<file path="config.mk">
export PLATFORM = sky130hd
export DESIGN_NAME = line_sensor_frame_timing
export DESIGN_NICKNAME = d
export VERILOG_FILES = /design/src/rtl/line_frame_pkg.sv /design/src/rtl/sample_fifo.sv /design/src/rtl/line_sensor_frame_timing.sv
export SDC_FILE = /design/constraint.sdc
export NUM_CORES = 1
export LEC_CHECK = 0
export BUFFER_PORTS_ARGS = -buffer_cell sky130_fd_sc_hd__buf_2
export CAP_MARGIN = 20
export CORE_MARGIN = 3
export CORE_UTILIZATION = 55
export CTS_CLUSTER_SIZE = 20
export DETAILED_ROUTE_END_ITERATION = 7
export PLACE_DENSITY = 0.78
export SLEW_MARGIN = 0
export SYNTH_ARGS = -nofsm -noshare
export SYNTH_HDL_FRONTEND = slang
export SYNTH_SLANG_ARGS = --single-unit
</file>
<file path="constraint.sdc">
create_clock -name CLK_I -period 4.9 [get_ports CLK_I]
set_input_delay 0.98 -clock CLK_I [delete_from_list [all_inputs] [get_ports CLK_I]]
set_output_delay 0.98 -clock CLK_I [all_outputs]
set_load 0.005 [all_outputs]
</file>
<file path="src/rtl/line_frame_pkg.sv">
// Shared constants and state types for the line sensor frame sequencer
package line_frame_pkg;

  // ----------------------------------------------------------------
  // Clock and time base
  // ----------------------------------------------------------------
  localparam int CLK_PERIOD_NS  = 40;
  localparam int US_NS          = 1000;
  localparam int US_CYCLES      = US_NS / CLK_PERIOD_NS;

  // ----------------------------------------------------------------
  // Sensor timing, in microseconds, and pixel count
  // ----------------------------------------------------------------
  localparam int READOUT_US     = 3710;
  localparam int PIXELS         = 3694;
  localparam int MIN_INT_US     = 10;
  localparam int DEFAULT_INT_US = 5000;

  // ----------------------------------------------------------------
  // Widths and depths
  // ----------------------------------------------------------------
  localparam int INT_W          = 24;
  localparam int ADC_W          = 16;
  localparam int FRM_W          = 16;
  localparam int PIX_W          = 12;
  localparam int US_W           = 5;
  localparam int PT_W           = 8;
  localparam int FIFO_DEPTH     = 32;

  // ----------------------------------------------------------------
  // State machines
  // ----------------------------------------------------------------
  typedef enum logic [0:0] {RD_IDLE, RD_SHIFT} rd_state_e;
  typedef enum logic [1:0] {
    CAP_IDLE, CAP_ARMED, CAP_RUN, CAP_DONE
  } cap_state_e;

endpackage : line_frame_pkg

</file>
<file path="src/rtl/sample_fifo.sv">
// Sample buffer FIFO with registered read data
`timescale 1ns/100ps
module sample_fifo #(
  parameter int WIDTH = 16,
  parameter int DEPTH = 32
) (
  input  wire logic             clk_i,
  input  wire logic             nrst_i,
  input  wire logic             wr_valid_i,
  output logic                  wr_ready_o,
  input  wire logic [WIDTH-1:0] wr_data_i,
  output logic                  rd_valid_o,
  input  wire logic             rd_ready_i,
  output logic      [WIDTH-1:0] rd_data_o
);

  localparam int AW = $clog2(DEPTH);
  localparam int CW = AW + 1;
  localparam logic [CW-1:0] FULL_CNT = CW'(DEPTH);

  logic [WIDTH-1:0] mem [DEPTH];
  logic [AW-1:0]    wr_ptr_reg;
  logic [AW-1:0]    rd_ptr_reg;
  logic [CW-1:0]    cnt_reg;
  logic             out_valid_reg;
  logic [WIDTH-1:0] out_data_reg;
  logic             push;
  logic             pop;

  // ----------------------------------------------------------------
  // Handshake terms
  // ----------------------------------------------------------------
  assign wr_ready_o = cnt_reg != FULL_CNT;
  assign push       = wr_valid_i && wr_ready_o;
  // Refill the output stage whenever it is empty or being taken
  assign pop        = (cnt_reg != '0) && (!out_valid_reg || rd_ready_i);
  assign rd_valid_o = out_valid_reg;
  assign rd_data_o  = out_data_reg;

  // Storage array, no reset needed
  always_ff @(posedge clk_i) begin
    if (push) begin
      mem[wr_ptr_reg] <= wr_data_i;
    end
  end

  // Pointers and occupancy
  always_ff @(posedge clk_i) begin
    if (!nrst_i) begin
      wr_ptr_reg <= '0;
      rd_ptr_reg <= '0;
      cnt_reg    <= '0;
    end else begin
      if (push) begin
        wr_ptr_reg <= wr_ptr_reg + 1'b1;
      end
      if (pop) begin
        rd_ptr_reg <= rd_ptr_reg + 1'b1;
      end
      if (push && !pop) begin
        cnt_reg <= cnt_reg + 1'b1;
      end else if (pop && !push) begin
        cnt_reg <= cnt_reg - 1'b1;
      end
    end
  end

  // Output register stage keeps read data off the array path
  always_ff @(posedge clk_i) begin
    if (!nrst_i) begin
      out_valid_reg <= 1'b0;
      out_data_reg  <= '0;
    end else if (pop) begin
      out_valid_reg <= 1'b1;
      out_data_reg  <= mem[rd_ptr_reg];
    end else if (rd_ready_i) begin
      out_valid_reg <= 1'b0;
    end
  end

endmodule : sample_fifo

</file>
<file path="src/rtl/line_sensor_frame_timing.sv">
// Frame timing and readout sequencer for a linear image sensor
// Operation
// - Frames run from reset or new settings, acquisition or not
// - Next frame starts the cycle the current one ends; equal lengths
// - Every frame integrates for the programmed integration period
// - Frame start transfers all charges to the shift register at once
// - Pixels then shift out one at a time to the ADC
// - Samples are stored only while an acquisition runs, else dropped
// - Host fetches stored samples during and after acquisition, as the 32-deep buffer fills; device delivers them
// - Shifting out a whole frame takes the fixed readout period
// - No frame is shorter than the readout period
// - Full readout after every frame, even without acquisition; a capture stall on a full FIFO can cut it short
// - Integration period sets frame length in normal operation
// - Periods down to 10 us accepted; shutter used below readout
// - Short periods: frame is least multiple reaching readout period
// - Shutter clears charge at each repeated period but the last
// - Integration period defaults to 5000 us after reset
`timescale 1ns/100ps
module line_sensor_frame_timing
  import line_frame_pkg::*;
#(
  parameter int READOUT_US_P = line_frame_pkg::READOUT_US,
  parameter int PIXELS_P     = line_frame_pkg::PIXELS
) (
  input  wire logic                              CLK_I,
  input  wire logic                              NRST_I,
  input  wire logic                              CFG_APPLY_I,
  input  wire logic [line_frame_pkg::INT_W-1:0]  CFG_INT_US_I,
  input  wire logic                              ACQ_START_I,
  input  wire logic [line_frame_pkg::FRM_W-1:0]  ACQ_FRAMES_I,
  output logic                                   ACQ_BUSY_O,
  output logic                                   ACQ_DONE_O,
  output logic                                   OVERRUN_O,
  output logic                                   XFER_O,
  output logic                                   SHUTTER_O,
  output logic                                   PIX_SHIFT_O,
  input  wire logic                              ADC_VALID_I,
  input  wire logic [line_frame_pkg::ADC_W-1:0]  ADC_DATA_I,
  output logic      [line_frame_pkg::ADC_W-1:0]  RD_DATA_O,
  output logic                                   RD_VALID_O,
  input  wire logic                              RD_READY_I
);

  import line_frame_pkg::*;

  // ----------------------------------------------------------------
  // Derived counts
  // ----------------------------------------------------------------
  // Pitch taken from one cycle less than the period, so unless a capture
  // stall holds it, the last shift lands before the next frame boundary can cut the readout
  localparam int PIX_CYCLES = (READOUT_US_P * US_CYCLES - 1) / PIXELS_P;
  localparam logic [US_W-1:0]  US_LAST   = US_W'(US_CYCLES - 1);
  localparam logic [PT_W-1:0]  PIX_LAST  = PT_W'(PIX_CYCLES - 1);
  localparam logic [PIX_W-1:0] PIX_FINAL = PIX_W'(PIXELS_P - 1);
  localparam logic [INT_W:0]   RO_US     = (INT_W+1)'(READOUT_US_P);
  localparam logic [INT_W-1:0] INT_MIN   = INT_W'(MIN_INT_US);
  localparam logic [INT_W-1:0] INT_DEF   = INT_W'(DEFAULT_INT_US);
  localparam logic [INT_W-1:0] INT_RO    = INT_W'(READOUT_US_P);

  // Raise a too-short setting to the shortest supported period
  function automatic logic [INT_W-1:0] clamp_int(
    input logic [INT_W-1:0] req
  );
    clamp_int = (req < INT_MIN) ? INT_MIN : req;
  endfunction : clamp_int

  logic [US_W-1:0]  us_cnt_reg;
  logic             us_tick;
  logic [INT_W-1:0] int_us_reg;
  logic             start_reg;
  logic [INT_W-1:0] sub_cnt_reg;
  logic [INT_W-1:0] frame_us_reg;
  logic [INT_W:0]   frame_sum;
  logic             sub_end;
  logic             frame_end;
  logic             frame_start;
  rd_state_e        rd_state_reg;
  logic [PIX_W-1:0] pix_cnt_reg;
  logic [PT_W-1:0]  pix_tmr_reg;
  logic             stall;
  logic             shift_fire;
  cap_state_e       cap_state_reg;
  logic [FRM_W-1:0] frames_left_reg;
  logic             cap_run;
  logic             fifo_wr_valid;
  logic             fifo_wr_ready;
  logic             xfer_reg;
  logic             shutter_reg;
  logic             pix_shift_reg;
  logic             overrun_reg;

  // ----------------------------------------------------------------
  // Microsecond time base
  // ----------------------------------------------------------------
  // Realigned on the restart pulse so the first frame is a full one
  always_ff @(posedge CLK_I) begin
    if (!NRST_I || CFG_APPLY_I || start_reg) begin
      us_cnt_reg <= '0;
    end else if (us_tick) begin
      us_cnt_reg <= '0;
    end else begin
      us_cnt_reg <= us_cnt_reg + 1'b1;
    end
  end

  assign us_tick = us_cnt_reg == US_LAST;

  // ----------------------------------------------------------------
  // Integration period setting
  // ----------------------------------------------------------------
  always_ff @(posedge CLK_I) begin
    if (!NRST_I) begin
      int_us_reg <= INT_DEF;
    end else if (CFG_APPLY_I) begin
      int_us_reg <= clamp_int(CFG_INT_US_I);
    end
  end

  // Restart pulse held through reset into the first cycle after release, and one cycle after new settings
  always_ff @(posedge CLK_I) begin
    if (!NRST_I) begin
      start_reg <= 1'b1;
    end else begin
      start_reg <= CFG_APPLY_I;
    end
  end

  // ----------------------------------------------------------------
  // Frame timer
  // ----------------------------------------------------------------
  // A frame is a chain of integration periods; it closes at the first
  // period end whose running total reaches the readout period.
  assign sub_end   = us_tick && (sub_cnt_reg == int_us_reg - 1'b1);
  assign frame_sum = {1'b0, frame_us_reg} + {1'b0, int_us_reg};
  assign frame_end = sub_end && (frame_sum >= RO_US);
  // Back-to-back frames: the boundary is one cycle for both frames
  assign frame_start = frame_end || start_reg;

  // Position inside the current integration period
  always_ff @(posedge CLK_I) begin
    if (!NRST_I || CFG_APPLY_I || start_reg) begin
      sub_cnt_reg <= '0;
    end else if (sub_end) begin
      sub_cnt_reg <= '0;
    end else if (us_tick) begin
      sub_cnt_reg <= sub_cnt_reg + 1'b1;
    end
  end

  // Time already spent in the frame, in whole periods
  always_ff @(posedge CLK_I) begin
    if (!NRST_I || CFG_APPLY_I || start_reg) begin
      frame_us_reg <= '0;
    end else if (frame_end) begin
      frame_us_reg <= '0;
    end else if (sub_end) begin
      frame_us_reg <= frame_sum[INT_W-1:0];
    end
  end

  // ----------------------------------------------------------------
  // Sensor strobes
  // ----------------------------------------------------------------
  // Registered so the sensor pins are glitch free
  always_ff @(posedge CLK_I) begin
    if (!NRST_I) begin
      xfer_reg    <= 1'b0;
      shutter_reg <= 1'b0;
    end else begin
      xfer_reg    <= frame_start;
      shutter_reg <= sub_end && !frame_end;
    end
  end

  assign XFER_O    = xfer_reg;
  assign SHUTTER_O = shutter_reg;

  // ----------------------------------------------------------------
  // Pixel readout
  // ----------------------------------------------------------------
  // A full FIFO holds the shift clock during capture; that costs time
  // out of the readout budget, so an undrained host can cause overrun.
  assign stall      = cap_run && !fifo_wr_ready;
  assign shift_fire = (rd_state_reg == RD_SHIFT)
                   && (pix_tmr_reg == PIX_LAST) && !stall;

  always_ff @(posedge CLK_I) begin
    if (!NRST_I) begin
      rd_state_reg <= RD_IDLE;
      pix_cnt_reg  <= '0;
      pix_tmr_reg  <= '0;
    end else if (frame_start) begin
      rd_state_reg <= RD_SHIFT;
      pix_cnt_reg  <= '0;
      pix_tmr_reg  <= '0;
    end else begin
      case (rd_state_reg)
        RD_IDLE: begin
          pix_tmr_reg <= '0;
        end
        RD_SHIFT: begin
          if (pix_tmr_reg != PIX_LAST) begin
            pix_tmr_reg <= pix_tmr_reg + 1'b1;
          end else if (!stall) begin
            pix_tmr_reg <= '0;
            pix_cnt_reg <= pix_cnt_reg + 1'b1;
            if (pix_cnt_reg == PIX_FINAL) begin
              rd_state_reg <= RD_IDLE;
            end
          end
        end
        default: begin
          rd_state_reg <= RD_IDLE;
        end
      endcase
    end
  end

  // One pulse per pixel to the shift register and ADC
  always_ff @(posedge CLK_I) begin
    if (!NRST_I) begin
      pix_shift_reg <= 1'b0;
    end else begin
      pix_shift_reg <= shift_fire && !frame_start;
    end
  end

  assign PIX_SHIFT_O = pix_shift_reg;

  // Readout cut short by a frame boundary; set wins over clear
  always_ff @(posedge CLK_I) begin
    if (!NRST_I) begin
      overrun_reg <= 1'b0;
    end else if (frame_end && (rd_state_reg == RD_SHIFT)) begin
      overrun_reg <= 1'b1;
    end else if (ACQ_START_I) begin
      overrun_reg <= 1'b0;
    end
  end

  assign OVERRUN_O = overrun_reg;

  // ----------------------------------------------------------------
  // Acquisition control
  // ----------------------------------------------------------------
  // Arming waits for a boundary; each later boundary closes one frame
  always_ff @(posedge CLK_I) begin
    if (!NRST_I || CFG_APPLY_I) begin
      cap_state_reg   <= CAP_IDLE;
      frames_left_reg <= '0;
    end else begin
      case (cap_state_reg)
        CAP_IDLE, CAP_DONE: begin
          if (ACQ_START_I && (ACQ_FRAMES_I != '0)) begin
            cap_state_reg   <= CAP_ARMED;
            frames_left_reg <= ACQ_FRAMES_I;
          end
        end
        CAP_ARMED: begin
          if (frame_start) begin
            cap_state_reg <= CAP_RUN;
          end
        end
        CAP_RUN: begin
          if (frame_start) begin
            frames_left_reg <= frames_left_reg - 1'b1;
            if (frames_left_reg == 1) begin
              cap_state_reg <= CAP_DONE;
            end
          end
        end
        default: begin
          cap_state_reg <= CAP_IDLE;
        end
      endcase
    end
  end

  assign cap_run    = cap_state_reg == CAP_RUN;
  assign ACQ_BUSY_O = (cap_state_reg == CAP_ARMED) || cap_run;
  assign ACQ_DONE_O = cap_state_reg == CAP_DONE;

  // ----------------------------------------------------------------
  // Sample storage
  // ----------------------------------------------------------------
  // Samples outside a capture are simply never offered to the buffer
  assign fifo_wr_valid = ADC_VALID_I && cap_run;

  sample_fifo #(
    .WIDTH (ADC_W),
    .DEPTH (FIFO_DEPTH)
  ) u_store (
    .clk_i      (CLK_I),
    .nrst_i     (NRST_I),
    .wr_valid_i (fifo_wr_valid),
    .wr_ready_o (fifo_wr_ready),
    .wr_data_i  (ADC_DATA_I),
    .rd_valid_o (RD_VALID_O),
    .rd_ready_i (RD_READY_I),
    .rd_data_o  (RD_DATA_O)
  );
endmodule : line_sensor_frame_timing

</file>
======== Word level (Yosys, flattened, before mapping) ========
Memories as Yosys holds them, arrays and structs flattened. A register that Yosys moved wholly into a read port is not among the register bits.
Cells that the tools add are included.
operators by class
  $add $sub $neg .......................... 11
  magnitude comparators ................... 2
  equal/unequal tests ..................... 15
  mux-type cells .......................... 25
  bitwise gates (word level) .............. 4
  reductions and logical operators ........ 43
operator list
  kind                   number
  $mux 16                2
  $pmux 16 s2            1
  $add 24x24->25         1
  $ge 25x12->1 const B   1
  $add 24x1->24 const B  1
  $eq 24x24->1           1
  $lt 24x4->1 const B    1
  $mux 24                1
  $sub 24x1->24 const B  1
  $eq 16x1->1 const B    1
  $mux 8                 2
  $pmux 8 s2             1
  $reduce_bool 16->1     1
  $sub 16x1->16 const B  1
  $add 5x1->5 const B    3
  $logic_and 1x1->1      14
  $add 12x1->12 const B  1
  $eq 12x12->1 const B   1
  $mux 6                 2
  $mux 1                 11
  $reduce_or 2->1        5
  $logic_not 1->1        9
  $add 8x1->8 const B    1
  $eq 8x5->1 const B     1
  19 further kinds       36
word-level totals
  register bits after elaboration ......... 138
  memory bits (writable) .................. 512
  input bits .............................. 62
  output and inout port bits .............. 23
  memories ................................ 1
memories
  memory       depth  width  read ports  clocked after Yosys merged registers in  write ports  line               text
  u_store.mem  32     16     1           1                                        1            sample_fifo.sv:21  logic [WIDTH-1:0] mem [DEPTH];

======== Longest topological paths before layout ========
Gate-level depths: netlist of the first run.
  word-level depth ........................ 7
  mapped depth ............................ 16
  gate-level depth less buffers ........... 14

======== Cells and area by module ========
A second synthesis of the first run with hierarchy kept.
second synthesis, totals
  cell total of the unflattened synthesis .. 2064
  area, all modules ....................... 28897.7 um^2
modules (own cells, without submodules)
  module                    instances  cells an instance  area an instance (um^2)
  sample_fifo               1          1086               21097.7
  line_sensor_frame_timing  1          978                7800.0

======== Least setup slack after synthesis of the first run ========
Ideal clock, no wire load.
  path type ............................... register to register
  start point ............................. reg int_us_reg[0]
  end point ............................... reg frames_left_reg[12]
  library setup time ...................... 0.119 ns
  arrival time ............................ 3.837 ns
  required time ........................... 4.781 ns
  path slack .............................. 0.944 ns
  cell stages (with the launch flop) ...... 14
  buffers on the path ..................... 1
  cells stage by stage .................... dfxtp_1 ha_1 fa_1 a21o_1 a221o_1 a21oi_1 mux2_1 a2111oi_0 or4b_1 nand4b_2 a211oi_4 buf_6 nor2_1 o221a_1
between the ends
  longest elaborated chain between the ends .. 7
RTL lines
  what                                                    line                             text
  start: declaration                                      line_sensor_frame_timing.sv:69   logic [INT_W-1:0] int_us_reg;
  start signal: assignment                                line_sensor_frame_timing.sv:115  int_us_reg <= clamp_int(CFG_INT_US_I);
  branches (longest 3 deep; another with $add 24x24->25)  --
  $logic_and 1x1->1 *                                     line_sensor_frame_timing.sv:135  assign frame_end = sub_end && (frame_sum >= RO_US);
  $logic_or 1x1->1 *                                      line_sensor_frame_timing.sv:137  assign frame_start = frame_end || start_reg;
  $ne 2x2->1 (no source line) *                           --
  $reduce_and 3->1 (no source line) *                     --
  end signal: assignment                                  line_sensor_frame_timing.sv:266  frames_left_reg <= frames_left_reg - 1'b1;
  end: declaration                                        line_sensor_frame_timing.sv:83   logic [FRM_W-1:0] frames_left_reg;
Every way passes the cells marked *.
A chain may end at the register's enable or synchronous reset.

======== Final worst setup path of the first run ========
  start point ............................. reg int_us_reg[0]
  end point ............................... reg frames_left_reg[2]
The elaborated chain is that of the path after synthesis.

==> flow_metrics.env, run 1 <==
export IMPL_cts_hold_buffers=0
export IMPL_synth_distinct_cells=87
export IMPL_dr_first_iter_drc_count=1538
export IMPL_io_pin_count=85
export IMPL_crit_path_top_delay_cell="or4b_1"
export IMPL_final_nets=2099
export IMPL_p_leak_nw=10.80
export IMPL_area_growth_pct=13.01
export IMPL_ys_flop_type="edfxtp_1"
export IMPL_insertion_delay_ns=0.61
export IMPL_first_pass_iters=5
export IMPL_min_delay_path_class="flop to flop"
export IMPL_routed_wl_um=68860
export IMPL_synth_nets=1989
export IMPL_die_area_mm2=0.05515
export IMPL_slowest_delay_ns=0.47
export IMPL_synthCells=1877
export IMPL_worstPathMaxFanout=18
export IMPL_yosysWarnings=0
export IMPL_outcome="finished, final reports clean"
export IMPL_maxSlewViolCount=0
export IMPL_critPathKind="flop to flop"
export IMPL_crit_chain="ha_1 > fa_1 > a21o_1 > a221o_1 > a21oi_1 > mux2_1 > a2111oi_0 > or4b_1 > nand4b_2 > a211oi_4 > buf_4 > o31a_1 > a211oi_2"
export IMPL_drive_above_1_share_pct=22.50
export IMPL_netlist_area_leader_share_pct=53.38
export IMPL_grt_pass1_wl_um=105700
export IMPL_synth_seq_cells=666
export IMPL_syn_avg_cell_area_um2=15.35
export IMPL_initial_core_util_pct=55.81
export IMPL_cts_root_to_sink_buffers=3
export IMPL_worst_setup_path_end_kind="flop"
export IMPL_worstPathArrival_ns=4.99
export IMPL_gp_congestion=0.8847
export IMPL_post_cts_buffers=0
export IMPL_vias_per_cell=6.286
export IMPL_hpwl_um=40260
export IMPL_root_buffer="clkbuf_16"
export IMPL_setup_viol=0
export IMPL_largest_register_ffs=512
export IMPL_worst_slew_pin_slew_ns=0.9701
export IMPL_grt_use_total_pct=25.11
export IMPL_drc=0
export IMPL_dr_total_vias=17110
export IMPL_grt_pass1_vias=17360
export IMPL_chipHeight_um=234.8
export IMPL_synthArstFlopShare_pct=0
export IMPL_overflow=0
export IMPL_skew_ns=0.03890
export IMPL_synth_area_leaders="edfxtp_1, mux4_2, dfxtp_1"
export IMPL_cts_sinks=666
export IMPL_synth_edf_count=512
export IMPL_finalSetupTns_ns=0
export IMPL_vdd_drop_max_uv=418.1
export IMPL_hold_viol=0
export IMPL_maxCapViolCount=0
export IMPL_htreeDepth=3
export IMPL_largest_register="u_store.mem"
export IMPL_power_per_cell_area_mw_per_mm2=444.1
export IMPL_synth_most_common_cell="edfxtp_1"
export IMPL_min_period_ns=4.568
export IMPL_antenna_found_initial=4
export IMPL_max_freq_mhz=218.9
export IMPL_yosys_area_top_type="edfxtp_1"
export IMPL_num_rows=83
export IMPL_core_mm2=0.05161
export IMPL_tritoncts="built"
export IMPL_route_antenna_remaining_nets=0
export IMPL_synth_common_cells="edfxtp_1, mux4_2, dfxtp_1, nor2_1, nand2_1"
export IMPL_fin_area_mm2=0.03255
export IMPL_fp_dieW_um=234.8
export IMPL_period_share_pct=93.22
export IMPL_worstPathRequired_ns=5.32
export IMPL_io_buffer_count=84
export IMPL_seq_area_frac_synth_pct=64.08
export IMPL_synth_cell_area_mm2=0.02880
export IMPL_numCtsBuffers=70
export IMPL_crit_path_start_kind="flop"
export IMPL_wire_per_inst_um=25.30
export IMPL_grt_max_degree=66
export IMPL_cts_clk_slew_worst_paths_ns=0.06
export IMPL_slew_headroom_pct=35.20
export IMPL_ctsResizeCount=0
export IMPL_placed_cell_area_mm2=0.03019
export IMPL_rsz0062_at_grt="false"
layout by cell type, fill, tap and decap left out, types with 48 or more instances in the layout:
cell type	netlist	layout
edfxtp_1	512	512
mux4_2	160	160
dfxtp_1	154	150
nor2_1	154	122
buf_2	16	84
nand2_1	80	79
clkbuf_16	0	72
a21oi_1	62	62
mux2i_1	61	61
xnor2_1	60	60
ha_1	48	48
power by group:
group | leakage [nW] | total (mW) | internal [mW] | switching, mW
logic | 3.79 | 2.58 | 1.36 | 1.21
registers | 5.86 | 6.49 | 6.20 | 0.291
clock network | 1.16 | 5.39 | 3.21 | 2.18
stage by stage:
stage / utilization, % / worst slack [ns] / hold slack (ns) / instances / power (mW)
final: 63.07 / 0.3321 / 0.4350 / 2722 / 14.46
after global placement: 58.49 / 0.4452 / 0.4211 / 2595 / 9.088
after detailed placement: 58.49 / 0.2224 / 0.4306 / 2595 / 9.146
after CTS: 63.06 / 0.1903 / 0.4396 / 2720 / 14.58
after global routing: 63.06 / 0.07728 / 0.4642 / 2720 / 14.96
after floorplan: - / 0.9440 / 0.4121 / 1877 / 8.380
path summary, 6_finish.rpt:
check,startpoint,endpoint,slack (ns),cells after the start
max,int_us_reg[0],frames_left_reg[2],0.33,13
min,frame_us_reg[23],frame_us_reg[23],0.44,2
min reg2reg,frame_us_reg[23],frame_us_reg[23],0.44,2
max reg2reg,int_us_reg[0],frames_left_reg[2],0.33,13
layout make-up:
cell class                      instances  area [µm²]
Timing Repair Buffer                  134       833.3
Inverter                               40       150.1
Sequential cell                       666       18470
Multi-Input combinational cell       1075        9888
Clock inverter                         30       389.1
Clock buffer                           95        1968
Fill cell                            3578       19060
Antenna cell                            2       5.005
Tap cell                              680       850.8
metal layers:
layer | track usage (%) | routed length [µm] | vias to the layer above | share of wire (%)
met5 | 0 | 28 | - | 0.041
met4 | 8.867 | 2155 | 4 | 3.1
li1 | - | - | 7538 | -
met3 | 5.423 | 5426 | 143 | 7.9
met2 | 42.03 | 34600 | 799 | 50
met1 | 32.76 | 26650 | 8626 | 39
logic make-up after synthesis:
group / after synthesis / share of synthesized area, %
compound gates: 230 / 5.621
xor+xnor: 100 / 3.041
fa+ha+maj: 50 / 2.224
buf+inv: 136 / 1.933
flops: 666 / 64.08
mux: 223 / 14.71
simple gates: 472 / 8.392
critical path, delay by kind of cell (launching register included):
kind / cells / cell delay (ns)
simple gates: 2 / 0.78
flops: 1 / 0.35
compound gates: 7 / 1.93
fa+ha+maj: 2 / 0.67
mux: 1 / 0.36
buf+inv: 1 / 0.30
(Power assumes the default switching activity.)
==> run 2: changes to the inputs <==
- CTS_CLUSTER_SIZE: 20 -> default
- SYNTH_HIERARCHICAL: default -> 1
==> run 2 against run 1 <==
Compared with the run above: routed wire length rose by 2.5%; critical path depth is 1 lower; via count grew 7.5%; highest routed layer unchanged; global-route usage about the same; maximum frequency increased by 3.8%; area after synthesis increased by 0.33%; worst setup slack improved by 0.17 ns; first-iteration DRC count rose by 22%; largest cell class unchanged; register-to-register slack improved by 0.17 ns; cell area fell by 0.57%; synthesized cell count increased by 10%.
==> flow_metrics.env, run 2 <==
export IMPL_dr_first_iter_drc_count=1876
export IMPL_slew_headroom_pct=22.26
export IMPL_dp_cells=2774
export IMPL_grt_use_total_pct=25.10
export IMPL_cts_hold_buffers=0
export IMPL_ys_flop_type="edfxtp_1"
export IMPL_initial_core_util_pct=55.99
export IMPL_slowest_delay_ns=0.56
export IMPL_grt_max_degree=55
export IMPL_skew_ns=0.03493
export IMPL_whs_path_depth=2
export IMPL_rsz0062_at_grt="false"
export IMPL_final_common_cell="edfxtp_1"
export IMPL_maxSlewViolCount=0
export IMPL_htreeDepth=3
export IMPL_synth_area_leaders="edfxtp_1, dfxtp_1, mux4_2"
export IMPL_setup_viol=0
export IMPL_hpwl_um=42560
export IMPL_crit_path_start_kind="flop"
export IMPL_dr_total_vias=18390
export IMPL_grt_pass1_wl_um=107800
export IMPL_io_pin_count=85
export IMPL_insertion_delay_ns=0.61
export IMPL_first_pass_iters=5
export IMPL_wire_per_inst_um=24.31
export IMPL_root_buffer="clkbuf_16"
export IMPL_die_area_mm2=0.05533
export IMPL_min_period_ns=4.401
export IMPL_worst_slew_pin_slew_ns=1.164
export IMPL_area_growth_pct=12.01
export IMPL_min_delay_path_class="flop to flop"
export IMPL_max_freq_mhz=227.2
export IMPL_synthArstFlopShare_pct=0
export IMPL_worstPathRequired_ns=5.39
export IMPL_synth_edf_count=512
export IMPL_numCtsBuffers=69
export IMPL_worst_setup_path_end_kind="flop"
export IMPL_cts_root_to_sink_buffers=3
export IMPL_gp_congestion=0.8903
export IMPL_worstPathArrival_ns=4.89
export IMPL_io_buffer_count=84
export IMPL_vias_per_cell=6.335
export IMPL_layout_common_cells="edfxtp_1, nor2_1, dfxtp_1"
export IMPL_routed_wl_um=70580
export IMPL_largest_register="u_store/mem"
export IMPL_cp_top_family="simple AND/OR/NAND/NOR gates"
export IMPL_seq_area_frac_synth_pct=63.87
export IMPL_synth_seq_cells=666
export IMPL_synthCells=2064
export IMPL_post_cts_buffers=0
export IMPL_netlist_area_leader_share_pct=53.20
export IMPL_core_mm2=0.05161
export IMPL_crit_chain="ha_1 > fa_1 > a21o_1 > a221o_1 > a21o_1 > and3_1 > o211a_1 > or4_1 > or4_4 > nand2_2 > nand2_1 > a211oi_1"
export IMPL_cts_sinks=666
export IMPL_tritoncts="built"
export IMPL_vdd_drop_max_uv=595.6
export IMPL_chipHeight_um=235.2
export IMPL_cts_clk_slew_worst_paths_ns=0.06
export IMPL_period_share_pct=89.82
export IMPL_grt_pass1_vias=18390
export IMPL_final_nets=2279
export IMPL_drc=0
export IMPL_num_rows=83
export IMPL_reg2reg_to="pix_tmr_reg[7]"
export IMPL_yosys_area_top_type="edfxtp_1"
export IMPL_antenna_found_initial=6
export IMPL_synth_distinct_cells=84
export IMPL_stdcell_count=2903
export IMPL_crit_buf_inv=0
export IMPL_worstPathMaxFanout=20
export IMPL_crit_path_top_delay_cell="or4_4"
export IMPL_overflow=0
export IMPL_route_antenna_remaining_nets=0
export IMPL_maxCapViolCount=0
export IMPL_syn_avg_cell_area_um2=14.00
export IMPL_fp_dieW_um=235.2
export IMPL_outcome="finished, final reports clean"
export IMPL_rr_worst_depth=12
export IMPL_finalSetupTns_ns=0
export IMPL_hold_end="frame_us_reg[23]"
export IMPL_drive_above_1_share_pct=15.81
export IMPL_crit_path_frequent_cell="a21o_1"
export IMPL_power_per_cell_area_mw_per_mm2=435.7
export IMPL_ctsResizeCount=0
export IMPL_synth_most_common_cell="edfxtp_1"
export IMPL_yosysWarnings=6
export IMPL_largest_register_ffs=512
export IMPL_synth_cell_area_mm2=0.02890
export IMPL_path_depth=12
export IMPL_worstHoldStart="frame_us_reg[23]"
export IMPL_critPathKind="flop to flop"
export IMPL_r2r_slack_ns=0.50
export IMPL_p_leak_nw=10.93
export IMPL_synth_nets=2177
export IMPL_regToRegStartpoint="int_us_reg[0]"
export IMPL_hold_viol=0
export IMPL_synth_common_cells="edfxtp_1, nor2_1, dfxtp_1"
run 2: per-stage QoR:
step	power [mW]	setup slack, ns	util, %	hold slack (ns)	instance area (µm²)
final	14.10	0.4988	62.71	0.4443	32370
after floorplan	8.207	1.090	-	0.4121	28900
after CTS	14.16	0.4909	62.68	0.4430	32350
after detailed placement	8.910	0.5104	58.28	0.4348	30080
after global placement	8.840	0.6575	58.28	0.4228	30080
after global routing	14.54	0.1796	62.70	0.4653	32360
run 2: worst max-delay path by stage:
| stage | from | end |
|---|---|---|
| after global routing | int_us_reg[2] | pix_tmr_reg[7] |
| after CTS | int_us_reg[0] | pix_tmr_reg[7] |
| after floorplan | int_us_reg[0] | frames_left_reg[13] |
| final | int_us_reg[0] | pix_tmr_reg[7] |
| after global placement | int_us_reg[0] | pix_tmr_reg[7] |
| after detailed placement | int_us_reg[0] | pix_tmr_reg[7] |
run 2: per-layer routing:
layer / routed length, µm / global-route usage, % / vias to the layer above
met5: 46 / 0 / -
met4: 2386 / 9.015 / 6
met3: 6806 / 6.268 / 176
met2: 33840 / 41.05 / 942
li1: - / - / 8169
met1: 27500 / 32.92 / 9097
run 2: cell families (layout without fill, tap and decap cells):
| group | Yosys count | in the layout | synth area share (%) |
|---|---|---|---|
| other | 0 | 3 | 0 |
| adder cells (fa/ha/maj) | 51 | 51 | 2.260 |
| flip-flops | 666 | 666 | 63.87 |
| buffers and inverters | 144 | 300 | 2.355 |
| AND/OR/NAND/NOR | 552 | 552 | 9.482 |
| multiplexers | 201 | 201 | 10.43 |
| AO/OA/AOI/OAI | 351 | 351 | 8.603 |
| XOR/XNOR | 99 | 99 | 3.001 |
run 2: tightest hold or removal path, cell delays in order (launching register included):
cell	delay, ns
dfxtp_1	0.31
inv_1	0.05
nor2_1	0.04
run 2: cell type report:
type	instances	area [µm²]
Antenna cell	3	7.507
Clock buffer	94	1923
Clock inverter	31	349.1
Fill cell	3577	19250
Inverter	35	131.4
Multi-Input combinational cell	1254	9772
Sequential cell	666	18470
Tap cell	680	850.8
Timing Repair Buffer	140	865.8
run 2: power by group:
| group | internal [mW] | switching (mW) | leakage (nW) |
|---|---|---|---|
| clock network | 3.05 | 2.19 | 1.12 |
| logic | 1.07 | 1.29 | 3.96 |
| registers | 6.20 | 0.289 | 5.86 |
| total | 10.3 | 3.78 | 10.9 |
